File: src/stop_seq_pkg.sv
package stop_seq_pkg;

    // ------------------------------------------------------------
    // Clock and timing
    // ------------------------------------------------------------
    localparam int unsigned CLK_HZ        = 100_000_000;
    localparam int unsigned TIME_TICK_US  = 10_000;
    localparam int unsigned TICK_CYCLES   =
        (CLK_HZ / 1_000_000) * TIME_TICK_US;

    // ------------------------------------------------------------
    // Register map (APB byte addresses)
    // ------------------------------------------------------------
    localparam logic [7:0] ADDR_STOP_STYLE   = 8'h00;
    localparam logic [7:0] ADDR_BRAKE_FREQ   = 8'h04;
    localparam logic [7:0] ADDR_DEMAG_WAIT   = 8'h08;
    localparam logic [7:0] ADDR_BRAKE_CUR    = 8'h0c;
    localparam logic [7:0] ADDR_BRAKE_DUR    = 8'h10;
    localparam logic [7:0] ADDR_DEADTIME     = 8'h14;
    localparam logic [7:0] ADDR_SWITCH_POINT = 8'h18;
    localparam logic [7:0] ADDR_HALT_THRESH  = 8'h1c;
    localparam logic [7:0] ADDR_HALT_SOURCE  = 8'h20;
    localparam logic [7:0] ADDR_HALT_QUAL    = 8'h24;
    localparam logic [7:0] ADDR_RUN_GUARD    = 8'h28;
    localparam logic [7:0] ADDR_MAX_FREQ     = 8'h2c;
    localparam logic [7:0] ADDR_STATUS       = 8'h30;

    // ------------------------------------------------------------
    // Limits (frequency 0.01 Hz, time 0.01 s, current 0.1 %)
    // ------------------------------------------------------------
    localparam logic [15:0] LIM_HALT_THRESH = 16'h2710;
    localparam logic [15:0] LIM_DEMAG_WAIT  = 16'h0bb8;
    localparam logic [15:0] LIM_BRAKE_CUR   = 16'h03e8;
    localparam logic [15:0] LIM_BRAKE_DUR   = 16'h1388;
    localparam logic [23:0] LIM_DEADTIME    = 24'h057e40;
    localparam logic [15:0] LIM_HALT_QUAL   = 16'h2710;
    localparam logic [1:0]  LIM_SWITCH      = 2'h2;

    // ------------------------------------------------------------
    // Reset values
    // ------------------------------------------------------------
    localparam logic [15:0] RST_HALT_THRESH = 16'h0032;
    localparam logic [15:0] RST_HALT_QUAL   = 16'h0032;
    localparam logic [1:0]  RST_SWITCH      = 2'h1;
    localparam logic [15:0] RST_MAX_FREQ    = 16'h1388;
    localparam logic [15:0] RST_START_FREQ  = 16'h0032;

    // ------------------------------------------------------------
    // Status field positions
    // ------------------------------------------------------------
    localparam int unsigned ST_STATE_LSB = 0;
    localparam int unsigned ST_GUARD_BIT = 4;
    localparam int unsigned ST_HALT_BIT  = 5;
    localparam int unsigned ST_REV_BIT   = 6;

    typedef enum logic [1:0] {
        SW_ZERO,
        SW_START,
        SW_HALT
    } switch_point_t;

    typedef struct packed {
        logic        stopStyle;
        logic [15:0] brakeStartFreq;
        logic [15:0] demagWait;
        logic [15:0] brakeCurrent;
        logic [15:0] brakeDuration;
        logic [23:0] deadtime;
        logic [1:0]  switchPoint;
        logic [15:0] haltThreshold;
        logic        haltSource;
        logic [15:0] haltQualify;
        logic        runGuard;
        logic [15:0] maxFreq;
    } stop_cfg_t;

    typedef struct packed {
        logic        outputEnable;
        logic        brakeActive;
        logic [15:0] brakeLevel;
        logic        rampDown;
        logic        reverseOut;
    } drive_cmd_t;

    function automatic logic [15:0] clamp16(input logic [15:0] v,
                                            input logic [15:0] lim);
        clamp16 = (v > lim) ? lim : v;
    endfunction

endpackage

File: src/tick_timer.sv
`timescale 1ns/10ps
module tick_timer
    import stop_seq_pkg::*;
(
    // Clock and reset
    input  wire logic        clk,
    input  wire logic        rst_n,
    // Control
    input  wire logic        tick,
    input  wire logic        start,
    input  wire logic [23:0] duration,
    // Status
    output logic             done
);

    logic [23:0] count;
    logic        running;

    assign done = running && (count >= duration);

    always_ff @(posedge clk) begin
        if (!rst_n || start) begin
            count   <= 24'h000000;
            running <= start;
        end else if (done) begin
            running <= 1'b0;
        end else if (running && tick) begin
            count <= count + 24'h000001;
        end
    end

endmodule

File: src/stop_brake_seq.sv
// Overview of operation
// - Ramped stop lowers frequency, stops at halt speed threshold.
// - Coasting stop from run cuts output at once; a stop during a reversal ramp still ramps down.
// - Output blocked for demag wait before DC braking begins.
// - Brake current is percent of rated output, 0-100.0, default 0.
// - DC braking lasts the set duration, 0-50.0 s, default 0.
// - Brake start frequency from zero to maximum output, default 0.
// - Reversal holds a dead time at the chosen switch point.
// - Switch point: 0 zero freq, 1 start freq, 2 halt speed.
// - Halt speed judged from commanded (0) or measured (1, outside vector PWM) speed.
// - Halt condition must persist for the qualify time.
// - Run terminal is sampled as power-on initialisation ends.
// - Guard 0: active terminal at power-on ignored until re-asserted.
// - Guard 1: active terminal at power-on starts after init.
`timescale 1ns/10ps
module stop_brake_seq
    import stop_seq_pkg::*;
(
    // Clock and reset
    input  wire logic        clk,
    input  wire logic        rst_n,
    // APB slave
    input  wire logic        psel,
    input  wire logic        penable,
    input  wire logic        pwrite,
    input  wire logic [7:0]  paddr,
    input  wire logic [31:0] pwdata,
    output logic [31:0]      prdata,
    output logic             pready,
    output logic             pslverr,
    // Run commands
    input  wire logic        initDone,
    input  wire logic        runTerminal,
    input  wire logic        directionReq,
    // Speed feedback
    input  wire logic [15:0] commandedFreq,
    input  wire logic [15:0] measuredFreq,
    input  wire logic        vectorPwmMode,
    // Output stage
    output drive_cmd_t       driveCmd
);

    // ------------------------------------------------------------
    // Register file
    // ------------------------------------------------------------
    stop_cfg_t cfg;
    logic [31:0] statusWord;

    wire apbWrite = psel && penable && pwrite;
    wire mapped   = (paddr[1:0] == 2'h0) && (paddr <= ADDR_STATUS);
    wire [15:0] wr16 = pwdata[15:0];

    assign pready  = 1'b1;
    assign pslverr = psel && penable && !mapped;

    always_ff @(posedge clk) begin
        if (!rst_n) begin
            cfg                <= '0;
            cfg.haltThreshold  <= RST_HALT_THRESH;
            cfg.haltQualify    <= RST_HALT_QUAL;
            cfg.switchPoint    <= RST_SWITCH;
            cfg.maxFreq        <= RST_MAX_FREQ;
        end else if (apbWrite && mapped) begin
            case (paddr)
                ADDR_STOP_STYLE:   cfg.stopStyle <= pwdata[0];
                ADDR_BRAKE_FREQ:
                    cfg.brakeStartFreq <= clamp16(wr16, cfg.maxFreq);
                ADDR_DEMAG_WAIT:
                    cfg.demagWait <= clamp16(wr16, LIM_DEMAG_WAIT);
                ADDR_BRAKE_CUR:
                    cfg.brakeCurrent <= clamp16(wr16, LIM_BRAKE_CUR);
                ADDR_BRAKE_DUR:
                    cfg.brakeDuration <= clamp16(wr16, LIM_BRAKE_DUR);
                ADDR_DEADTIME:
                    cfg.deadtime <= (pwdata[23:0] > LIM_DEADTIME) ?
                        LIM_DEADTIME : pwdata[23:0];
                ADDR_SWITCH_POINT:
                    cfg.switchPoint <= (pwdata[1:0] > LIM_SWITCH) ?
                        LIM_SWITCH : pwdata[1:0];
                ADDR_HALT_THRESH:
                    cfg.haltThreshold <= clamp16(wr16, LIM_HALT_THRESH);
                ADDR_HALT_SOURCE:  cfg.haltSource <= pwdata[0];
                ADDR_HALT_QUAL:
                    cfg.haltQualify <= clamp16(wr16, LIM_HALT_QUAL);
                ADDR_RUN_GUARD:    cfg.runGuard <= pwdata[0];
                ADDR_MAX_FREQ:     cfg.maxFreq <= wr16;
                default:           ;
            endcase
        end
    end

    always_ff @(posedge clk) begin
        if (!rst_n) begin
            prdata <= 32'h00000000;
        end else if (psel && !penable && !pwrite) begin
            case (paddr)
                ADDR_STOP_STYLE:   prdata <= {31'h0, cfg.stopStyle};
                ADDR_BRAKE_FREQ:   prdata <= {16'h0, cfg.brakeStartFreq};
                ADDR_DEMAG_WAIT:   prdata <= {16'h0, cfg.demagWait};
                ADDR_BRAKE_CUR:    prdata <= {16'h0, cfg.brakeCurrent};
                ADDR_BRAKE_DUR:    prdata <= {16'h0, cfg.brakeDuration};
                ADDR_DEADTIME:     prdata <= {8'h0, cfg.deadtime};
                ADDR_SWITCH_POINT: prdata <= {30'h0, cfg.switchPoint};
                ADDR_HALT_THRESH:  prdata <= {16'h0, cfg.haltThreshold};
                ADDR_HALT_SOURCE:  prdata <= {31'h0, cfg.haltSource};
                ADDR_HALT_QUAL:    prdata <= {16'h0, cfg.haltQualify};
                ADDR_RUN_GUARD:    prdata <= {31'h0, cfg.runGuard};
                ADDR_MAX_FREQ:     prdata <= {16'h0, cfg.maxFreq};
                ADDR_STATUS:       prdata <= statusWord;
                default:           prdata <= 32'h00000000;
            endcase
        end
    end

    // ------------------------------------------------------------
    // Time base: one pulse per 0.01 s
    // ------------------------------------------------------------
    logic [19:0] divCount;
    wire tick = (divCount == 20'(TICK_CYCLES - 1));

    always_ff @(posedge clk) begin
        if (!rst_n || tick) begin
            divCount <= 20'h00000;
        end else begin
            divCount <= divCount + 20'h00001;
        end
    end

    // ------------------------------------------------------------
    // Speed and halt detection
    // ------------------------------------------------------------
    // Vector PWM has no usable measurement, so force commanded speed
    wire useMeasured = cfg.haltSource && !vectorPwmMode;
    wire [15:0] speed = useMeasured ? measuredFreq : commandedFreq;
    wire belowHalt = (speed <= cfg.haltThreshold);

    logic haltQualified;
    logic haltTimerDone;

    tick_timer haltTimer (
        .clk      (clk),
        .rst_n    (rst_n),
        .tick     (tick),
        .start    (!belowHalt),
        .duration ({8'h0, cfg.haltQualify}),
        .done     (haltTimerDone)
    );

    always_ff @(posedge clk) begin
        if (!rst_n || !belowHalt) begin
            haltQualified <= 1'b0;
        end else if (haltTimerDone) begin
            haltQualified <= 1'b1;
        end
    end

    // ------------------------------------------------------------
    // Power-on run guard
    // ------------------------------------------------------------
    logic initSeen;
    logic guardLatched;
    logic runPrev;
    logic runCmd;

    always_ff @(posedge clk) begin
        if (!rst_n) begin
            initSeen     <= 1'b0;
            guardLatched <= 1'b0;
            runPrev      <= 1'b0;
            runCmd       <= 1'b0;
        end else begin
            runPrev <= runTerminal;
            if (!initSeen && initDone) begin
                initSeen <= 1'b1;
                // Terminal is sampled as initialisation ends
                guardLatched <= runTerminal && !cfg.runGuard;
                runCmd       <= runTerminal && cfg.runGuard;
            end else if (initSeen) begin
                if (guardLatched) begin
                    if (!runTerminal) begin
                        guardLatched <= 1'b0;
                    end
                    runCmd <= 1'b0;
                end else begin
                    runCmd <= runTerminal;
                end
            end
        end
    end

    // ------------------------------------------------------------
    // Stop and reversal sequencer
    // ------------------------------------------------------------
    typedef enum logic [2:0] {
        S_IDLE, S_RUN, S_RAMP, S_DEMAG, S_BRAKE, S_DEAD
    } seq_state_t;

    seq_state_t state;
    logic       reverseOut;
    logic       timerStart;
    logic       seqTimerDone;
    logic [23:0] timerLen;

    wire brakeEnabled = (cfg.brakeDuration != 16'h0000);
    wire atBrakeFreq  = brakeEnabled &&
                        (commandedFreq <= cfg.brakeStartFreq);
    wire reverseReq   = runCmd && (directionReq != reverseOut);

    // Switch point for the reversal dead time
    wire atSwitch =
        (cfg.switchPoint == 2'(SW_ZERO))  ? (commandedFreq == 16'h0000) :
        (cfg.switchPoint == 2'(SW_START)) ?
            (commandedFreq <= RST_START_FREQ) :
        haltQualified;

    tick_timer seqTimer (
        .clk      (clk),
        .rst_n    (rst_n),
        .tick     (tick),
        .start    (timerStart),
        .duration (timerLen),
        .done     (seqTimerDone)
    );

    always_ff @(posedge clk) begin
        if (!rst_n) begin
            state      <= S_IDLE;
            reverseOut <= 1'b0;
            timerStart <= 1'b0;
            timerLen   <= 24'h000000;
        end else begin
            timerStart <= 1'b0;
            case (state)
                S_IDLE: begin
                    if (runCmd) begin
                        reverseOut <= directionReq;
                        state      <= S_RUN;
                    end
                end
                S_RUN: begin
                    if (!runCmd) begin
                        // Coast drops output with no braking
                        state <= cfg.stopStyle ? S_IDLE : S_RAMP;
                    end else if (reverseReq) begin
                        state <= S_RAMP;
                    end
                end
                S_RAMP: begin
                    if (reverseReq && atSwitch) begin
                        timerLen   <= cfg.deadtime;
                        timerStart <= 1'b1;
                        state      <= S_DEAD;
                    end else if (!runCmd && atBrakeFreq) begin
                        timerLen   <= {8'h0, cfg.demagWait};
                        timerStart <= 1'b1;
                        state      <= S_DEMAG;
                    end else if (!runCmd && haltQualified) begin
                        state <= S_IDLE;
                    end else if (runCmd && !reverseReq) begin
                        state <= S_RUN;
                    end
                end
                S_DEMAG: begin
                    if (seqTimerDone && !timerStart) begin
                        timerLen   <= {8'h0, cfg.brakeDuration};
                        timerStart <= 1'b1;
                        state      <= S_BRAKE;
                    end
                end
                S_BRAKE: begin
                    if (seqTimerDone && !timerStart) begin
                        state <= S_IDLE;
                    end
                end
                S_DEAD: begin
                    if (seqTimerDone && !timerStart) begin
                        reverseOut <= directionReq;
                        state      <= runCmd ? S_RUN : S_IDLE;
                    end
                end
                default: state <= S_IDLE;
            endcase
        end
    end

    // ------------------------------------------------------------
    // Output stage command
    // ------------------------------------------------------------
    always_ff @(posedge clk) begin
        if (!rst_n) begin
            driveCmd <= '0;
        end else begin
            driveCmd.outputEnable <= (state == S_RUN) ||
                                     (state == S_RAMP) ||
                                     (state == S_BRAKE);
            driveCmd.brakeActive  <= (state == S_BRAKE);
            driveCmd.brakeLevel   <= (state == S_BRAKE) ?
                                     cfg.brakeCurrent : 16'h0000;
            driveCmd.rampDown     <= (state == S_RAMP);
            driveCmd.reverseOut   <= reverseOut;
        end
    end

    assign statusWord = {25'h0, reverseOut, haltQualified, guardLatched,
                         1'b0, state};

endmodule

File: config.mk
export PLATFORM = sky130hd
export DESIGN_NAME = stop_brake_seq
export DESIGN_NICKNAME = d
export VERILOG_FILES = /design/src/stop_seq_pkg.sv /design/src/tick_timer.sv /design/src/stop_brake_seq.sv
export SDC_FILE = /design/constraint.sdc
export NUM_CORES = 1
export LEC_CHECK = 0
export ABC_AREA = 1
export ABC_CLOCK_PERIOD_IN_PS = 3700
export BUFFER_PORTS_ARGS = -buffer_cell sky130_fd_sc_hd__buf_2
export CORE_UTILIZATION = 55
export DETAILED_ROUTE_END_ITERATION = 8
export GPL_TIMING_DRIVEN = 0
export HOLD_SLACK_MARGIN = 0.12
export PLACE_DENSITY = 0.85
export SLEW_MARGIN = 20
export SYNTH_ARGS = -nofsm -noshare
export SYNTH_HDL_FRONTEND = slang
export SYNTH_HIERARCHICAL = 1
export SYNTH_SLANG_ARGS = --single-unit
File: constraint.sdc
create_clock -name clk -period 3.7 [get_ports clk]
set_input_delay 0.37 -clock clk [delete_from_list [all_inputs] [get_ports clk]]
set_output_delay 0.37 -clock clk [all_outputs]
set_load 0.03 [all_outputs]
==> impl_metrics.json <==
{
  "routed_length_per_instance_um": 19.59,
  "drv.max_cap_violation_count": 0,
  "worstSetupStartpointType": "flip-flop",
  "syn-instance-count": 2496,
  "synthesized_area_fraction_occupied_by_ao_oa_aoi_and_oai_cells": 0.1557,
  "worstMarginPinSlew_ps": 1039,
  "placeableCoreArea_um2": 30590,
  "cts_setup_buffers": 0,
  "die-area_um2": 31860,
  "floorplan.rows": 64,
  "finalSetupViolCount": 0,
  "critical-path-slowest-cell": "sky130_fd_sc_hd__a21boi_1",
  "synth_simple_gate_area_share": 0.3063,
  "final_cell_area_um2": 19540,
  "crit_path_cell_trace": "inv_1 -> or2_2 -> clkbuf_1 -> clkbuf_2 -> mux2_2 -> ha_1 -> a21oi_1 -> nand3b_1 -> a21oi_1 -> nor4_1 -> a21boi_1 -> nor2_1 -> inv_1 -> clkbuf_2 -> nor2_1",
  "layoutNonFillerInstCount": 3088,
  "logic_pwr_share": 0.089,
  "grt_max_degree": 15,
  "power.switching_mw": 1.930,
  "worstSkewPairLatency_ps": 530,
  "preCtsSetupSlack_ps": -417.9,
  "fmax_mhz": 287.7,
  "first_global_vias": 16817,
  "timing.hold.worst.start": "pwdata[9]",
  "dominantRegCellSynth": "sky130_fd_sc_hd__dfxtp_1",
  "die_h_um": 178.5,
  "globalRouteTotalUtil": 0.3799,
  "ant_nets": 0,
  "cts_tree": "yes",
  "mostFrequentLayoutCell": "sky130_fd_sc_hd__nand2_1",
  "finClkSkew_ps": 15.91,
  "clk_pin_slew_ps": 60,
  "total_drc_errors_in_the_routed_layout": 0,
  "maxUsedRoutingLayer": "met5",
  "cts_root_buffer": "sky130_fd_sc_hd__clkbuf_16",
  "synth-edff-count": 2,
  "cts-buffers-inserted": 34,
  "yosys-mux-area-fraction": 0.005257,
  "setup.worst_path.class": "flip-flop to flip-flop",
  "area_after_detailed_placement_um2": 18270,
  "ys_seq_area_frac": 0.3376,
  "setup.worst_path.end_class": "flip-flop",
  "place.port_buffers": 117,
  "first_pass_iters": 6,
  "clk_buf_depth": 3,
  "ir_worst_vdd_mv": 0.3099,
  "detailroute.wirelength.met3_mm": 5.631,
  "timing.setup.tns_ps": 0,
  "critical_path.startpoint": "cfg[33]",
  "dr_wl_met2_mm": 27.36,
  "ys_ff_latch": 288,
  "commonest_cells_after_routing_fill_and_taps_aside": "sky130_fd_sc_hd__nand2_1 (564), sky130_fd_sc_hd__inv_1 (308), sky130_fd_sc_hd__dfxtp_1 (286)",
  "period_utilization": 0.9393,
  "rsz0062_at_grt": "false",
  "final_ws_setup_ps": 224.6,
  "gp_congestion": 1.032,
  "worstPathArrival_ps": 3870,
  "numClockSinks": 288,
  "clock_tree.htree_level_count": 2,
  "worst_slew_margin_rel": 0.3033,
  "synth_xor_xnor_area_share": 0.01482,
  "syn-cell-area_um2": 17140,
  "antenna_found_initial": 2,
  "insertedDiodeCount": 0,
  "synthToLayoutAreaGrowth_pct": 14.04,
  "max_slew_violations": 0,
  "cell_internal_pwr_mw": 5.607,
  "mean_number_of_vias_per_cell": 5.768,
  "pin_count": 135,
  "worst_path_largest_cell_delay_ps": 440,
  "final_core_utilization": 0.6388,
  "drt_iter0_markers": 1937,
  "globalRoute.totalOverflow": 0,
  "reg2reg_from": "cfg[33]",
  "finish.net_count": 2846,
  "ys_warn_count": 6,
  "ys_async_sr_fraction": 0,
  "power_density_nw_per_um2": 385.7,
  "pwr-share-clk": 0.491,
  "drive_above_1_share": 0.1516,
  "static_leakage_nw": 8.165,
  "synth_adder_area_share": 0.07229,
  "initial_core_utilization": 0.5602,
  "met1_length_mm": 24.16,
  "hold_class": "primary input to flip-flop",
  "die_w_um": 178.5,
  "worst-endpoint-required_ps": 4090,
  "seq_power_share": 0.420,
  "total_instance_count_after_detailed_placement": 3024,
  "power_mw": 7.537,
  "power.share.switching": 0.2560,
  "finalCriticalPeriod_ps": 3475,
  "status": "finished, final reports clean",
  "grt_pass1_wl_mm": 92.05,
  "route.final.wire_length_mm": 60.48,
  "detailed_place_hpwl_mm": 47.39,
  "number_of_distinct_library_cells_after_synthesis": 57,
  "hold_slack_ps": 196.8,
  "critical_path.max_fanout": 10,
  "syn-mean-instance-area_um2": 6.865,
  "synth_top_family_by_area": "simple AND/OR/NAND/NOR gates",
  "number_of_hold_violations_in_the_final_report": 0,
  "routed-via-count": 17811
}
Yosys cell counts, drive strengths merged (12+ instances only):
cell type | number | share of area
o22ai | 34 | 0.012
a21oi | 246 | 0.081
nand3b | 12 | 0.0053
nor3 | 42 | 0.015
a31oi | 14 | 0.0055
nand2 | 623 | 0.15
nand4 | 78 | 0.028
clkbuf | 46 | 0.010
o21ai | 151 | 0.044
ha | 99 | 0.072
xor2 | 15 | 0.0077
buf | 69 | 0.026
dfxtp | 286 | 0.33
xnor2 | 14 | 0.0072
nand3 | 119 | 0.038
inv | 320 | 0.070
nor2 | 265 | 0.066
layer usage:
| metal | GRT usage | vias to the layer above |
|---|---|---|
| met5 | 0 | - |
| met4 | 0.1942 | 2 |
| met3 | 0.07779 | 222 |
| met2 | 0.6193 | 886 |
| met1 | 0.4721 | 8219 |
| li1 | - | 8482 |
power by group through the flow:
stage	Combinational, mW	Clock (mW)	Sequential (mW)
floorplan	0.390	0	3.24
global placement	0.625	0	3.23
detailed placement	0.642	0	3.23
CTS	0.647	3.71	3.16
global route	0.724	3.85	3.17
finish	0.670	3.70	3.16
what timing repair did:
action	in CTS	in global routing
gates resized for setup	3	2
endpoints found under the hold margin	2	0
setup endpoints to repair	20	18
cloned	0	0
hold buffers	2	0
cell type report:
cell class | instances | area (um^2)
clock buffers | 47 | 1011
plain buffers | 115 | 630.6
inverters | 324 | 1216
clock inverters | 15 | 234.0
repair buffers | 119 | 605.6
multi-input cells | 1784 | 9563
well taps | 396 | 495.5
flip-flops and latches | 288 | 5786
fillers | 2876 | 11050
state kept, by name (all words and copies together) (netlist names), 3 cells and up:
name,cells
driveCmd,20
cfg,141
state,3
prdata,24
haltTimer/count,24
divCount,20
timerLen,24
seqTimer/count,24
worst paths after layout:
kind                                      endpoint  slack, ps  cells after the start
worst min-delay path                        cfg[9]        200                      3
worst max register to register  haltTimer/count[0]        220                     15
worst max-delay path            haltTimer/count[0]        220                     15
worst min register to register         divCount[0]        460                      1
critical path: cells and delay by family (launching register included):
| kind | cells | cell delay, ps |
|---|---|---|
| AOI/OAI and AO/OA | 3 | 690 |
| adders and majority gates | 1 | 300 |
| buffers and inverters | 5 | 1090 |
| DFF | 1 | 310 |
| muxes | 1 | 360 |
| and+or+nand+nor | 5 | 580 |
cell families (layout without fill, tap and decap cells):
kind of cell	count (synthesis)	in the layout
flip-flops	288	288
multiplexers	8	8
buffers and inverters	439	620
other	2	17
XOR/XNOR	29	29
adder cells (fa/ha/maj)	99	99
AND/OR/NAND/NOR	1159	1159
AO/OA/AOI/OAI	472	472
No activity file was read; power rests on OpenSTA's default activity.
